`src/include/weigh_pkg.sv`:
```
// Purpose: Shared constants and types for the weighing indicator I/O logic.
// Assumes: 200 MHz system clock, 20-bit signed load words.
// Notes: Register offsets are byte addresses on the plain register port.
package weigh_pkg;
  localparam int CLK_NS = 5;
  localparam int MS_NS = 1000000;
  localparam int MS_CYCLES = MS_NS / CLK_NS;
  localparam int PRINT_MS = 10;
  localparam int HYST_TIME_UNIT_MS = 10;
  localparam logic [5:0] WIDTH_MS_2 = 6'h02;
  localparam logic [5:0] WIDTH_MS_5 = 6'h05;
  localparam logic [5:0] WIDTH_MS_10 = 6'h0a;
  localparam logic [5:0] WIDTH_MS_20 = 6'h14;
  localparam logic [5:0] WIDTH_MS_50 = 6'h32;
  localparam logic signed [19:0] DISP_MAX = 20'sd99999;
  localparam logic signed [19:0] DISP_MIN = -20'sd9999;
  localparam logic [7:0] OFS_CONFIG = 8'h00;
  localparam logic [7:0] OFS_SP0 = 8'h04;
  localparam logic [7:0] OFS_HYST = 8'h18;
  localparam logic [7:0] OFS_SRC = 8'h1c;
  localparam logic [7:0] OFS_FULL = 8'h20;
  localparam logic [7:0] OFS_STATUS = 8'h24;
  localparam int NUM_SP = 5;
  localparam int NUM_IN = 8;
  localparam int IN_ZERO = 0;
  localparam int IN_TARE = 1;
  localparam int IN_TARE_CLR = 2;
  localparam int IN_HOLD = 3;
  localparam int IN_LOCK = 4;
  localparam int IN_SEL1 = 5;
  localparam int IN_SEL2 = 6;
  localparam int IN_OUT_DIS = 7;

  typedef enum logic [2:0] {
    SRC_FULL = 3'h0, SRC_PAIR_OFF = 3'h1, SRC_OWN = 3'h2, SRC_HOLD = 3'h3,
    SRC_PEAK = 3'h4, SRC_MEASURE = 3'h5, SRC_STABLE = 3'h6
  } zero_src_type;

  typedef enum logic [1:0] {MODE_MEASURE = 2'b00, MODE_FUNCTION = 2'b01} mode_type;

  typedef struct packed {
    logic analog_net;
    logic hold_load_if;
    logic hold_analog;
    logic hold_comp;
    logic hold_disp;
    logic [2:0] conv_rate;
    logic [1:0] disp_rate;
    logic [1:0] incr;
    logic [2:0] level_w;
    logic [2:0] pulse_w;
  } cfg_type;

  typedef struct packed {
    logic [4:0] dir_over;
    logic on_delay;
    logic [9:0] time_band;
    logic [6:0] data_band;
  } hyst_type;

  typedef struct packed {
    logic [19:0] digits;
    logic sign_line;
    logic print_cmd;
    logic overrange_flag;
    logic error;
    logic oe_n;
  } bcd_type;

  localparam cfg_type CFG_RESET = '{analog_net: 1'b0, hold_load_if: 1'b1, hold_analog: 1'b1,
    hold_comp: 1'b1, hold_disp: 1'b1, conv_rate: 3'h0, disp_rate: 2'h1, incr: 2'h0,
    level_w: 3'h4, pulse_w: 3'h4};
  localparam hyst_type HYST_RESET = '0;
endpackage

```
`src/core/weigh_indicator_io_logic.sv`:
```
// Purpose: Control input qualification, comparators, status and parallel decimal output.
// Assumes: Inputs synchronous to SYS_CLK; load words come from the conversion pipeline.
// Notes: CE low freezes every flip-flop.
// Notes on behaviour
// - Zero and tare pulse inputs act once after staying active the chosen width.
// - Hold and lock levels count only after staying shorted the chosen time.
// - Hold freezes each output that is chosen as a hold target.
// - Key-lock makes the front keys ignored.
// - Display spans -9999 to 99999, with under and over indications beyond.
// - Displayed value is quantised to steps of 1, 2, 5 or 10.
// - Display refreshes 4, 20, 50 or 100 times per second, default 20.
// - Conversions arrive 10, 20, 50, 100 or 200 per second, default 200.
// - Five signed setpoints from -99999 to 99999; setpoint zero role is configurable.
// - Comparators have a 0-99 count band and a 0-9.99 s on or off delay.
// - Comparators are evaluated at the conversion rate.
// - Setpoint one to four outputs turn on above or below their setpoints.
// - Setpoint zero output comes from one of seven configured sources.
// - Run output is on in measurement mode only.
// - Error output is on while any error condition exists.
// - Five decimal digits plus a sign line that is on for negative values.
// - Print command turns on at each decimal update and off a fixed time after the last one.
// - Two select inputs choose gross, tare portion or displayed value.
// - Output-disable sets oe_n high so all decimal outputs are undriven; digits, sign and print go on updating.
// - Configuration picks which of display, analog, load interface and comparators the hold input freezes.
// - Analog output follows gross or net weight as configured.
// - Function key toggles between measurement and function mode; with shift it toggles span check.
// - Over-range or error shows its flag and blanks digits, print and sign.
// - Print command stays off while hold is asserted.
`timescale 1ns/1ps
module weigh_indicator_io_logic
  import weigh_pkg::*;
#(
  parameter int MS_CYCLES_P = MS_CYCLES
) (
  input wire logic SYS_CLK,
  input wire logic RST_B,
  input wire logic CE,
  input wire logic [7:0] REG_ADDR,
  input wire logic [31:0] REG_WDATA,
  input wire logic REG_WR,
  input wire logic REG_RD,
  output logic [31:0] REG_RDATA,
  input wire logic ZERO_IN,
  input wire logic TARE_IN,
  input wire logic TARE_CLR_IN,
  input wire logic HOLD_IN,
  input wire logic LOCK_IN,
  input wire logic SEL1_IN,
  input wire logic SEL2_IN,
  input wire logic OUT_DIS_IN,
  input wire logic FUNCTION_KEY,
  input wire logic SHIFT_KEY,
  input wire logic signed [19:0] GROSS_IN,
  input wire logic signed [19:0] NET_IN,
  input wire logic signed [19:0] TARE_PART_IN,
  input wire logic PEAK_IN,
  input wire logic STABLE_IN,
  input wire logic [7:0] ERR_IN,
  output logic ZERO_CMD,
  output logic TARE_CMD,
  output logic TARE_CLR_CMD,
  output logic signed [19:0] DISP_VALUE,
  output logic OVERLOAD_INDICATION,
  output logic UNDERLOAD_INDICATION,
  output logic SETPOINT_ZERO,
  output logic SETPOINT_ONE,
  output logic SETPOINT_TWO,
  output logic SETPOINT_THREE,
  output logic SETPOINT_FOUR,
  output logic RUN_OUT,
  output logic ERROR_OUT,
  output logic HOLD_INDICATOR,
  output logic SPAN_CHECK,
  output logic signed [19:0] ANALOG_VALUE,
  output logic signed [19:0] LOAD_IF_VALUE,
  output bcd_type BCD_OUT
);
  localparam logic [23:0] MS_CYC = 24'(MS_CYCLES_P);

  cfg_type cfg_q;
  hyst_type hyst_q;
  logic [2:0] zsrc_q;
  logic [3:0] pair_q;
  logic signed [19:0] full_q;
  logic signed [19:0] sp_q [NUM_SP];
  logic [NUM_IN-1:0] raw, s1_q, s2_q, qual_q, qual_prev_q;
  logic [23:0] qcnt_q [NUM_IN];
  logic [23:0] ms_cnt_q;
  logic ms_tick_q;
  logic [6:0] conv_cnt_q, disp_cnt_q;
  logic [5:0] print_cnt_q;
  logic conv_tick, disp_tick;
  logic hold, lock, out_dis;
  logic signed [19:0] load_q;
  logic [NUM_SP-1:0] raw_q, cmp_q;
  logic [13:0] htime_q [NUM_SP];
  mode_type mode_q;
  logic overrange;

  function automatic logic [5:0] width_ms(input logic [2:0] sel);
    case (sel)
      3'h0: width_ms = WIDTH_MS_2;
      3'h1: width_ms = WIDTH_MS_5;
      3'h2: width_ms = WIDTH_MS_10;
      3'h3: width_ms = WIDTH_MS_20;
      default: width_ms = WIDTH_MS_50;
    endcase
  endfunction

  function automatic logic [19:0] to_bcd(input logic [16:0] bin);
    logic [19:0] bcd;
    bcd = '0;
    for (int i = 16; i >= 0; i--) begin
      for (int d = 0; d < 5; d++) begin
        if (bcd[d*4 +: 4] > 4'h4) begin
          bcd[d*4 +: 4] = bcd[d*4 +: 4] + 4'h3;
        end
      end
      bcd = {bcd[18:0], bin[i]};
    end
    to_bcd = bcd;
  endfunction

  ////////////////////////////////////////////////////////////////////////////
  // Register port
  always_ff @(posedge SYS_CLK) begin
    if (!RST_B) begin
      cfg_q <= CFG_RESET;
      hyst_q <= HYST_RESET;
      zsrc_q <= SRC_OWN;
      pair_q <= 4'h1;
      full_q <= DISP_MAX;
      for (int i = 0; i < NUM_SP; i++) begin
        sp_q[i] <= '0;
      end
    end else if (CE && REG_WR) begin
      case (REG_ADDR)
        OFS_CONFIG: cfg_q <= cfg_type'(REG_WDATA[$bits(cfg_type)-1:0]);
        OFS_HYST: hyst_q <= hyst_type'(REG_WDATA[$bits(hyst_type)-1:0]);
        OFS_SRC: begin
          zsrc_q <= REG_WDATA[2:0];
          pair_q <= REG_WDATA[7:4];
        end
        OFS_FULL: full_q <= REG_WDATA[19:0];
        default: begin
          for (int i = 0; i < NUM_SP; i++) begin
            if (REG_ADDR == OFS_SP0 + 8'(4 * i)) begin
              sp_q[i] <= REG_WDATA[19:0];
            end
          end
        end
      endcase
    end
  end

  always_ff @(posedge SYS_CLK) begin
    if (!RST_B) begin
      REG_RDATA <= '0;
    end else if (CE) begin
      REG_RDATA <= '0;
      if (REG_RD) begin
        case (REG_ADDR)
          OFS_CONFIG: REG_RDATA <= 32'(cfg_q);
          OFS_HYST: REG_RDATA <= 32'(hyst_q);
          OFS_SRC: REG_RDATA <= {24'h0, pair_q, 1'b0, zsrc_q};
          OFS_FULL: REG_RDATA <= {{12{full_q[19]}}, full_q};
          OFS_STATUS: REG_RDATA <= {18'h0, raw_q, cmp_q, SPAN_CHECK, mode_q[0], qual_q[IN_LOCK],
            qual_q[IN_HOLD]};
          default: begin
            for (int i = 0; i < NUM_SP; i++) begin
              if (REG_ADDR == OFS_SP0 + 8'(4 * i)) begin
                REG_RDATA <= {{12{sp_q[i][19]}}, sp_q[i]};
              end
            end
          end
        endcase
      end
    end
  end

  ////////////////////////////////////////////////////////////////////////////
  // Input synchronisers and width qualification
  assign raw = {OUT_DIS_IN, SEL2_IN, SEL1_IN, LOCK_IN, HOLD_IN, TARE_CLR_IN, TARE_IN, ZERO_IN};

  for (genvar g = 0; g < NUM_IN; g++) begin : g_qual
    logic [23:0] limit;
    assign limit = (g <= IN_TARE_CLR) ? 24'(width_ms(cfg_q.pulse_w)) * MS_CYC
                                      : 24'(width_ms(cfg_q.level_w)) * MS_CYC;
    always_ff @(posedge SYS_CLK) begin
      if (!RST_B) begin
        s1_q[g] <= 1'b0;
        s2_q[g] <= 1'b0;
        qcnt_q[g] <= '0;
        qual_q[g] <= 1'b0;
        qual_prev_q[g] <= 1'b0;
      end else if (CE) begin
        s1_q[g] <= raw[g];
        s2_q[g] <= s1_q[g];
        qual_prev_q[g] <= qual_q[g];
        if (!s2_q[g]) begin
          qcnt_q[g] <= '0;
          qual_q[g] <= 1'b0;
        end else if (qcnt_q[g] < limit) begin
          qcnt_q[g] <= qcnt_q[g] + 24'h1;
        end else begin
          qual_q[g] <= 1'b1;
        end
      end
    end
  end

  assign hold = qual_q[IN_HOLD];
  assign lock = qual_q[IN_LOCK];
  assign out_dis = qual_q[IN_OUT_DIS];

  always_ff @(posedge SYS_CLK) begin
    if (!RST_B) begin
      ZERO_CMD <= 1'b0;
      TARE_CMD <= 1'b0;
      TARE_CLR_CMD <= 1'b0;
      HOLD_INDICATOR <= 1'b0;
    end else if (CE) begin
      ZERO_CMD <= qual_q[IN_ZERO] && !qual_prev_q[IN_ZERO];
      TARE_CMD <= qual_q[IN_TARE] && !qual_prev_q[IN_TARE];
      TARE_CLR_CMD <= qual_q[IN_TARE_CLR] && !qual_prev_q[IN_TARE_CLR];
      HOLD_INDICATOR <= hold;
    end
  end

  ////////////////////////////////////////////////////////////////////////////
  // Rate generators: 1 ms base, conversion and display periods in ms
  logic [6:0] conv_per, disp_per;
  always_comb begin
    case (cfg_q.conv_rate)
      3'h0: conv_per = 7'd5;
      3'h1: conv_per = 7'd10;
      3'h2: conv_per = 7'd20;
      3'h3: conv_per = 7'd50;
      default: conv_per = 7'd100;
    endcase
    case (cfg_q.disp_rate)
      2'h0: disp_per = 7'd10;
      2'h1: disp_per = 7'd50;
      2'h2: disp_per = 7'd20;
      default: disp_per = 7'd125;
    endcase
  end
  // The 4/s rate uses 2 x 125 ms; the extra stage keeps counters at 7 bits
  logic disp_half_q;
  assign conv_tick = ms_tick_q && (conv_cnt_q == conv_per - 7'd1);
  assign disp_tick = ms_tick_q && (disp_cnt_q == disp_per - 7'd1)
                     && (cfg_q.disp_rate != 2'h3 || disp_half_q);

  always_ff @(posedge SYS_CLK) begin
    if (!RST_B) begin
      ms_cnt_q <= '0;
      ms_tick_q <= 1'b0;
      conv_cnt_q <= '0;
      disp_cnt_q <= '0;
      disp_half_q <= 1'b0;
    end else if (CE) begin
      ms_tick_q <= (ms_cnt_q == MS_CYC - 24'h1);
      ms_cnt_q <= (ms_cnt_q == MS_CYC - 24'h1) ? '0 : ms_cnt_q + 24'h1;
      if (ms_tick_q) begin
        conv_cnt_q <= (conv_cnt_q >= conv_per - 7'd1) ? '0 : conv_cnt_q + 7'd1;
        if (disp_cnt_q >= disp_per - 7'd1) begin
          disp_cnt_q <= '0;
          disp_half_q <= !disp_half_q;
        end else begin
          disp_cnt_q <= disp_cnt_q + 7'd1;
        end
      end
    end
  end

  ////////////////////////////////////////////////////////////////////////////
  // Display, analog and load interface values
  logic signed [19:0] quant;
  logic signed [19:0] step;
  always_comb begin
    case (cfg_q.incr)
      2'h0: step = 20'sd1;
      2'h1: step = 20'sd2;
      2'h2: step = 20'sd5;
      default: step = 20'sd10;
    endcase
    quant = NET_IN - (NET_IN % step);
  end

  always_ff @(posedge SYS_CLK) begin
    if (!RST_B) begin
      DISP_VALUE <= '0;
      OVERLOAD_INDICATION <= 1'b0;
      UNDERLOAD_INDICATION <= 1'b0;
    end else if (CE && disp_tick && !(hold && cfg_q.hold_disp)) begin
      DISP_VALUE <= quant;
      OVERLOAD_INDICATION <= NET_IN > DISP_MAX;
      UNDERLOAD_INDICATION <= NET_IN < DISP_MIN;
    end
  end

  always_ff @(posedge SYS_CLK) begin
    if (!RST_B) begin
      ANALOG_VALUE <= '0;
      LOAD_IF_VALUE <= '0;
      load_q <= '0;
    end else if (CE && conv_tick) begin
      if (!(hold && cfg_q.hold_analog)) begin
        ANALOG_VALUE <= cfg_q.analog_net ? NET_IN : GROSS_IN;
      end
      if (!(hold && cfg_q.hold_load_if)) begin
        LOAD_IF_VALUE <= NET_IN;
      end
      load_q <= NET_IN;
    end
  end

  ////////////////////////////////////////////////////////////////////////////
  // Comparators with data band and timed band
  logic comp_freeze;
  assign comp_freeze = hold && cfg_q.hold_comp;
  for (genvar c = 0; c < NUM_SP; c++) begin : g_cmp
    logic signed [19:0] band;
    logic hit;
    assign band = 20'(hyst_q.data_band);
    always_comb begin
      if (hyst_q.dir_over[c]) begin
        hit = raw_q[c] ? (load_q >= sp_q[c] - band) : (load_q >= sp_q[c]);
      end else begin
        hit = raw_q[c] ? (load_q <= sp_q[c] + band) : (load_q <= sp_q[c]);
      end
    end
    always_ff @(posedge SYS_CLK) begin
      if (!RST_B) begin
        raw_q[c] <= 1'b0;
        cmp_q[c] <= 1'b0;
        htime_q[c] <= '0;
      end else if (CE && !comp_freeze) begin
        if (conv_tick) begin
          raw_q[c] <= hit;
        end
        if (raw_q[c] == cmp_q[c] || (raw_q[c] != hyst_q.on_delay)) begin
          htime_q[c] <= '0;
          if (raw_q[c] != cmp_q[c]) begin
            cmp_q[c] <= raw_q[c];
          end
        end else if (htime_q[c] >= 14'(hyst_q.time_band) * 14'(HYST_TIME_UNIT_MS)) begin
          cmp_q[c] <= raw_q[c];
          htime_q[c] <= '0;
        end else if (ms_tick_q) begin
          htime_q[c] <= htime_q[c] + 14'h1;
        end
      end
    end
  end

  ////////////////////////////////////////////////////////////////////////////
  // Open-collector style status outputs and function mode
  logic zero_sel;
  always_comb begin
    case (zsrc_q)
      SRC_FULL: zero_sel = load_q >= full_q;
      SRC_PAIR_OFF: zero_sel = !cmp_q[{1'b0, pair_q[1:0]} + 3'h1]
                               && !cmp_q[{1'b0, pair_q[3:2]} + 3'h1];
      SRC_OWN: zero_sel = cmp_q[0];
      SRC_HOLD: zero_sel = hold;
      SRC_PEAK: zero_sel = PEAK_IN;
      SRC_MEASURE: zero_sel = mode_q == MODE_MEASURE;
      SRC_STABLE: zero_sel = STABLE_IN;
      default: zero_sel = 1'b0;
    endcase
  end

  always_ff @(posedge SYS_CLK) begin
    if (!RST_B) begin
      {SETPOINT_ZERO, SETPOINT_ONE, SETPOINT_TWO, SETPOINT_THREE, SETPOINT_FOUR} <= '0;
      ERROR_OUT <= 1'b0;
      RUN_OUT <= 1'b0;
    end else if (CE) begin
      SETPOINT_ZERO <= zero_sel;
      {SETPOINT_FOUR, SETPOINT_THREE, SETPOINT_TWO, SETPOINT_ONE} <= cmp_q[4:1];
      ERROR_OUT <= |ERR_IN;
      RUN_OUT <= mode_q == MODE_MEASURE;
    end
  end

  always_ff @(posedge SYS_CLK) begin
    if (!RST_B) begin
      mode_q <= MODE_MEASURE;
      SPAN_CHECK <= 1'b0;
    end else if (CE && FUNCTION_KEY && !lock) begin
      if (SHIFT_KEY) begin
        SPAN_CHECK <= !SPAN_CHECK;
      end else begin
        mode_q <= (mode_q == MODE_MEASURE) ? MODE_FUNCTION : MODE_MEASURE;
      end
    end
  end

  ////////////////////////////////////////////////////////////////////////////
  // Parallel decimal output
  logic signed [19:0] bcd_src;
  logic [19:0] mag;
  always_comb begin
    case ({qual_q[IN_SEL2], qual_q[IN_SEL1]})
      2'b01: bcd_src = TARE_PART_IN;
      2'b10: bcd_src = DISP_VALUE;
      default: bcd_src = GROSS_IN;
    endcase
    mag = bcd_src[19] ? 20'(-bcd_src) : bcd_src;
  end
  assign overrange = bcd_src > DISP_MAX || bcd_src < -DISP_MAX;

  always_ff @(posedge SYS_CLK) begin
    if (!RST_B) begin
      BCD_OUT <= '{digits: '0, sign_line: 1'b0, print_cmd: 1'b0, overrange_flag: 1'b0,
                   error: 1'b0, oe_n: 1'b1};
      print_cnt_q <= '0;
    end else if (CE) begin
      BCD_OUT.oe_n <= out_dis;
      if (hold) begin
        BCD_OUT.print_cmd <= 1'b0;
        print_cnt_q <= '0;
      end else if (conv_tick) begin
        BCD_OUT.overrange_flag <= overrange;
        BCD_OUT.error <= |ERR_IN;
        if (overrange || |ERR_IN) begin
          BCD_OUT.digits <= '0;
          BCD_OUT.sign_line <= 1'b0;
          BCD_OUT.print_cmd <= 1'b0;
          print_cnt_q <= '0;
        end else begin
          BCD_OUT.digits <= to_bcd(mag[16:0]);
          BCD_OUT.sign_line <= bcd_src[19];
          BCD_OUT.print_cmd <= 1'b1;
          print_cnt_q <= 6'(PRINT_MS);
        end
      end else if (ms_tick_q && print_cnt_q != '0) begin
        print_cnt_q <= print_cnt_q - 6'h1;
        if (print_cnt_q == 6'h1) begin
          BCD_OUT.print_cmd <= 1'b0;
        end
      end
    end
  end

  ////////////////////////////////////////////////////////////////////////////
  // Checks
  a_pc_off_hold:
  assert property (@(posedge SYS_CLK) disable iff (!RST_B) (CE && hold) |=> !BCD_OUT.print_cmd)
    else $error("print command high during hold");
  a_ovr_blanks:
  assert property (@(posedge SYS_CLK) disable iff (!RST_B)
    BCD_OUT.overrange_flag |-> (BCD_OUT.digits == '0 && !BCD_OUT.sign_line && !BCD_OUT.print_cmd))
    else $error("digits not blanked on over-range");
  a_disable_hiz:
  assert property (@(posedge SYS_CLK) disable iff (!RST_B) (CE && out_dis) |=> BCD_OUT.oe_n)
    else $error("decimal outputs driven while disabled");
  a_lock_keys:
  assert property (@(posedge SYS_CLK) disable iff (!RST_B)
    (CE && lock) |=> ($stable(mode_q) && $stable(SPAN_CHECK)))
    else $error("key acted while locked");
  a_function_key_toggle:
  assert property (@(posedge SYS_CLK) disable iff (!RST_B)
    (CE && FUNCTION_KEY && !SHIFT_KEY && !lock) ##1 CE |=> RUN_OUT != $past(RUN_OUT, 2))
    else $error("run output did not follow mode change");
  a_error_out:
  assert property (@(posedge SYS_CLK) disable iff (!RST_B) (CE && ERR_IN != 8'h0) |=> ERROR_OUT)
    else $error("error output missing");
  a_zero_once:
  assert property (@(posedge SYS_CLK) disable iff (!RST_B) (CE && ZERO_CMD) |=> !ZERO_CMD)
    else $error("zero command longer than one cycle");
  a_over_display:
  assert property (@(posedge SYS_CLK) disable iff (!RST_B)
    (CE && disp_tick && !(hold && cfg_q.hold_disp) && NET_IN > DISP_MAX) |=> OVERLOAD_INDICATION)
    else $error("overload indication missing");
  a_pc_length:
  assert property (@(posedge SYS_CLK) disable iff (!RST_B)
    $rose(BCD_OUT.print_cmd) |-> print_cnt_q == 6'(PRINT_MS))
    else $error("print command started without its timer");
endmodule

```
`config.mk`:
```
export PLATFORM = sky130hd
export DESIGN_NAME = weigh_indicator_io_logic
export DESIGN_NICKNAME = d
export VERILOG_FILES = /design/src/include/weigh_pkg.sv /design/src/core/weigh_indicator_io_logic.sv
export SDC_FILE = /design/constraint.sdc
export NUM_CORES = 2
export LEC_CHECK = 0
export ABC_AREA = 1
export BUFFER_PORTS_ARGS = -buffer_cell sky130_fd_sc_hd__buf_2
export CAP_MARGIN = 5
export CORE_UTILIZATION = 50
export DETAILED_ROUTE_END_ITERATION = 16
export PLACE_DENSITY_LB_ADDON = 0.05
export SLEW_MARGIN = 20
export SYNTH_ARGS = -nofsm -noshare
export SYNTH_HDL_FRONTEND = slang
export SYNTH_SLANG_ARGS = --single-unit
```
`constraint.sdc`:
```
create_clock -name SYS_CLK -period 41.6 [get_ports SYS_CLK]
set_input_delay 2.08 -clock SYS_CLK [delete_from_list [all_inputs] [get_ports SYS_CLK]]
set_output_delay 2.08 -clock SYS_CLK [all_outputs]
set_load 0.01 [all_outputs]
```
==> impl_metrics.yaml <==
drt:
  drt_iter0_markers: 4979
  num_vias: 59697
  drc_errors: 0
  ant_nets: 0
  routed_wl_mm: 206.1
  drtPass1Iterations: 6
  routed_via_density: 5.667
  wl_per_cell_um: 19.57
floorplan:
  die_area_um2: 129100
  rows: 130
  pin_count: 256
  start_util_pct: 50.63
  core_area_um2: 126100
  die_y_um: 359.3
  die_w_um: 359.3
timing:
  fin_crit_ps: 37690
  worst_slew_pin_slew_ps: 1230
  slew_headroom_pct: 17.97
  finalCritPeriodShare_pct: 90.61
  final_hold_viol_count: 0
  finalSetupViolCount: 0
  fmax_ghz: 0.02653
  setup-tns-final_ps: 0
  rsz0062_at_grt: "false"
  maxSlewViolCount: 0
  finClkSkew_ps: 59.48
global_route:
  grt_max_degree: 79
  grt_antenna_before_repair: 22
  grt_pass1_vias: 55076
  gr-total-overflow: 0
  grt_pass1_wl_mm: 314.0
  grt_usage_pct: 31.08
worst_setup_path:
  endpoint_kind: "flip-flop"
  crit_path_frequent_cell: "nand2_1"
  path_delay_family: "simple AND/OR/NAND/NOR gates"
  required_ps: 42190
  cp_num_buf_inv: 40
  worstPathArrival_ps: 38280
  max_stage_delay_ps: 400
  path_max_fanout: 26
  cp-start-kind: "input pin"
  crit_slowest_cell: "ha_1"
  path_class: "in2reg"
logic_synthesis:
  yosys_warnings: 0
  synth_area_leaders: "ha_1, edfxtp_1, dfxtp_1"
  synth_cell_types: 82
  yosysSeqAreaShare_pct: 26.28
  yosysTopAreaCell: "ha_1"
  syn_avg_cell_area_um2: 7.429
  synth_top_area_share_pct: 17.45
  synth_edf_count: 362
  async_flop_share_pct: 0
  ys_ff_latch: 657
  ys.flop_type: "edfxtp_1"
  synth_area_um2: 63830
  postSynthCellCount: 8591
cells_and_area:
  drive_gt1_share_pct: 9.135
  fin_area_um2: 69630
  fin_nets: 9847
  area_growth_pct: 9.094
  seqCellArea_um2: 16780
  multi_input_area_um2: 41590
  n_fill_cell: 12199
clock_tree:
  clock_latency_ps: 710
  clk_pin_slew_ps: 60
  cts_made_buffers: 80
  cts_tree: "yes"
  cts_sinks: 657
  cts_max_path_buffers: 3
  h-tree-depth: 3
  clockRootBuffer: "clkbuf_16"
job:
  maxCapViolCount: 0
place:
  portBuffers: 246
  gp_congestion: 0.9591
  dpl_cell_area_um2: 66700
  dp_hpwl_mm: 156.7
hold_path:
  worstHoldPathType: "reg2reg"
run_status:
  outcome: "finished, final reports clean"
==> layout by cell type, fill, tap and decap left out, types with 59 or more instances in the layout <==
| cell type | count |
|---|---|
| a211oi_1 | 61 |
| a21oi_1 | 656 |
| buf_2 | 245 |
| buf_4 | 59 |
| clkbuf_16 | 82 |
| dfxtp_1 | 288 |
| edfxtp_1 | 362 |
| ha_1 | 889 |
| inv_1 | 1227 |
| nand2_1 | 1431 |
| nand2_2 | 76 |
| nand3_1 | 418 |
| nand4_1 | 198 |
| nor2_1 | 807 |
| nor3_1 | 165 |
| nor3b_1 | 78 |
| nor4_1 | 61 |
| o21ai_0 | 464 |
| xnor2_1 | 90 |
| xor2_1 | 371 |
==> synth_stat cells, types with 46 or more instances <==
| library cell | instances |
|---|---|
| xor2_1 | 371 |
| nor3_1 | 166 |
| o21ai_0 | 474 |
| nand2_1 | 1434 |
| o21bai_1 | 46 |
| or2_2 | 57 |
| nand3_1 | 418 |
| dfxtp_1 | 295 |
| nand2_2 | 73 |
| inv_1 | 1229 |
| edfxtp_1 | 362 |
| o211ai_1 | 53 |
| a21oi_1 | 665 |
| clkbuf_1 | 129 |
| nand3_2 | 52 |
| ha_1 | 890 |
| nor2_1 | 815 |
| nor3b_1 | 78 |
| a211oi_1 | 61 |
| nor4_1 | 61 |
| xnor2_1 | 90 |
| nand4_1 | 198 |
==> worst paths after layout <==
kind / from / to / slack (ps) / cells past startpoint
setup / recovery: NET_IN[13] / DISP_VALUE[19] / 3910 / 246
hold reg to reg: qual_prev_q[2] / qual_prev_q[2] / 440 / 2
setup reg to reg: cfg_q[6] / DISP_VALUE[19] / 5390 / 241
hold / removal: qual_prev_q[2] / qual_prev_q[2] / 440 / 2
==> layout make-up <==
| type | instances | area share [%] |
|---|---|---|
| antenna | 6 | 0.02156 |
| multi-input combinational | 6490 | 59.73 |
| tap | 1650 | 2.965 |
| timing repair buffer | 307 | 2.474 |
| clock buffer | 110 | 3.256 |
| clock inverter | 38 | 0.5427 |
| sequential | 657 | 24.11 |
| inverter | 1276 | 6.909 |
==> logic make-up (layout without fill, tap and decap cells) <==
kind of cell	Yosys count	count (layout)	synth area share [%]
flops	657	657	26.28
buf+inv	1447	1731	8.867
compound gates	1597	1597	14.64
fa+ha+maj	910	910	18.07
simple gates	3513	3513	25.73
xor+xnor	461	461	6.326
other cells	1	10	0.005875
mux	5	5	0.08037
==> routing by layer <==
layer | wire, µm | global-route usage (%) | share of wire (%) | vias to the layer above
met5 | 146 | 0 | 0.071 | -
met3 | 16220 | 5.946 | 7.9 | 348
met1 | 93130 | 42.20 | 45 | 27694
met2 | 90050 | 49.73 | 44 | 1928
met4 | 6565 | 9.341 | 3.2 | 26
li1 | - | - | - | 29701
==> per-stage QoR <==
step	hold slack, ps	utilization (%)	cells	setup WS (ps)
detailed placement	428.7	52.92	10368	349.3
global placement	425.4	52.92	10368	1485
CTS	443.0	55.01	10516	901.0
floorplan	413.6	-	8594	5594
finish	443.8	55.24	10534	3908
global route	468.0	55.23	10531	19.52
==> registers in the layout, summed over array words and instances (netlist names), 24 cells and up <==
register	flops
htime_q	70
BCD_OUT	25
ms_cnt_q	24
qcnt_q	192
sp_q	100
REG_RDATA	24
==> repair_timing <==
item | CTS | global route
setup buffers | 0 | 11
resized for setup | 0 | 36
hold buffers | 0 | 0
setup endpoints to repair | 0 | 19
==> worst register-to-register path: cells and delay by family (launching register included) <==
family	cells	cell delay, ps
AND/OR/NAND/NOR	111	13900
XOR/XNOR	1	160
buffers and inverters	39	3880
AO/OA/AOI/OAI	68	10890
adder cells (fa/ha/maj)	22	6870
flip-flops	1	330
Power is left out: the tool's default activity adds up to more than one toggle a clock period on the data nets, which glitch-free logic cannot reach.
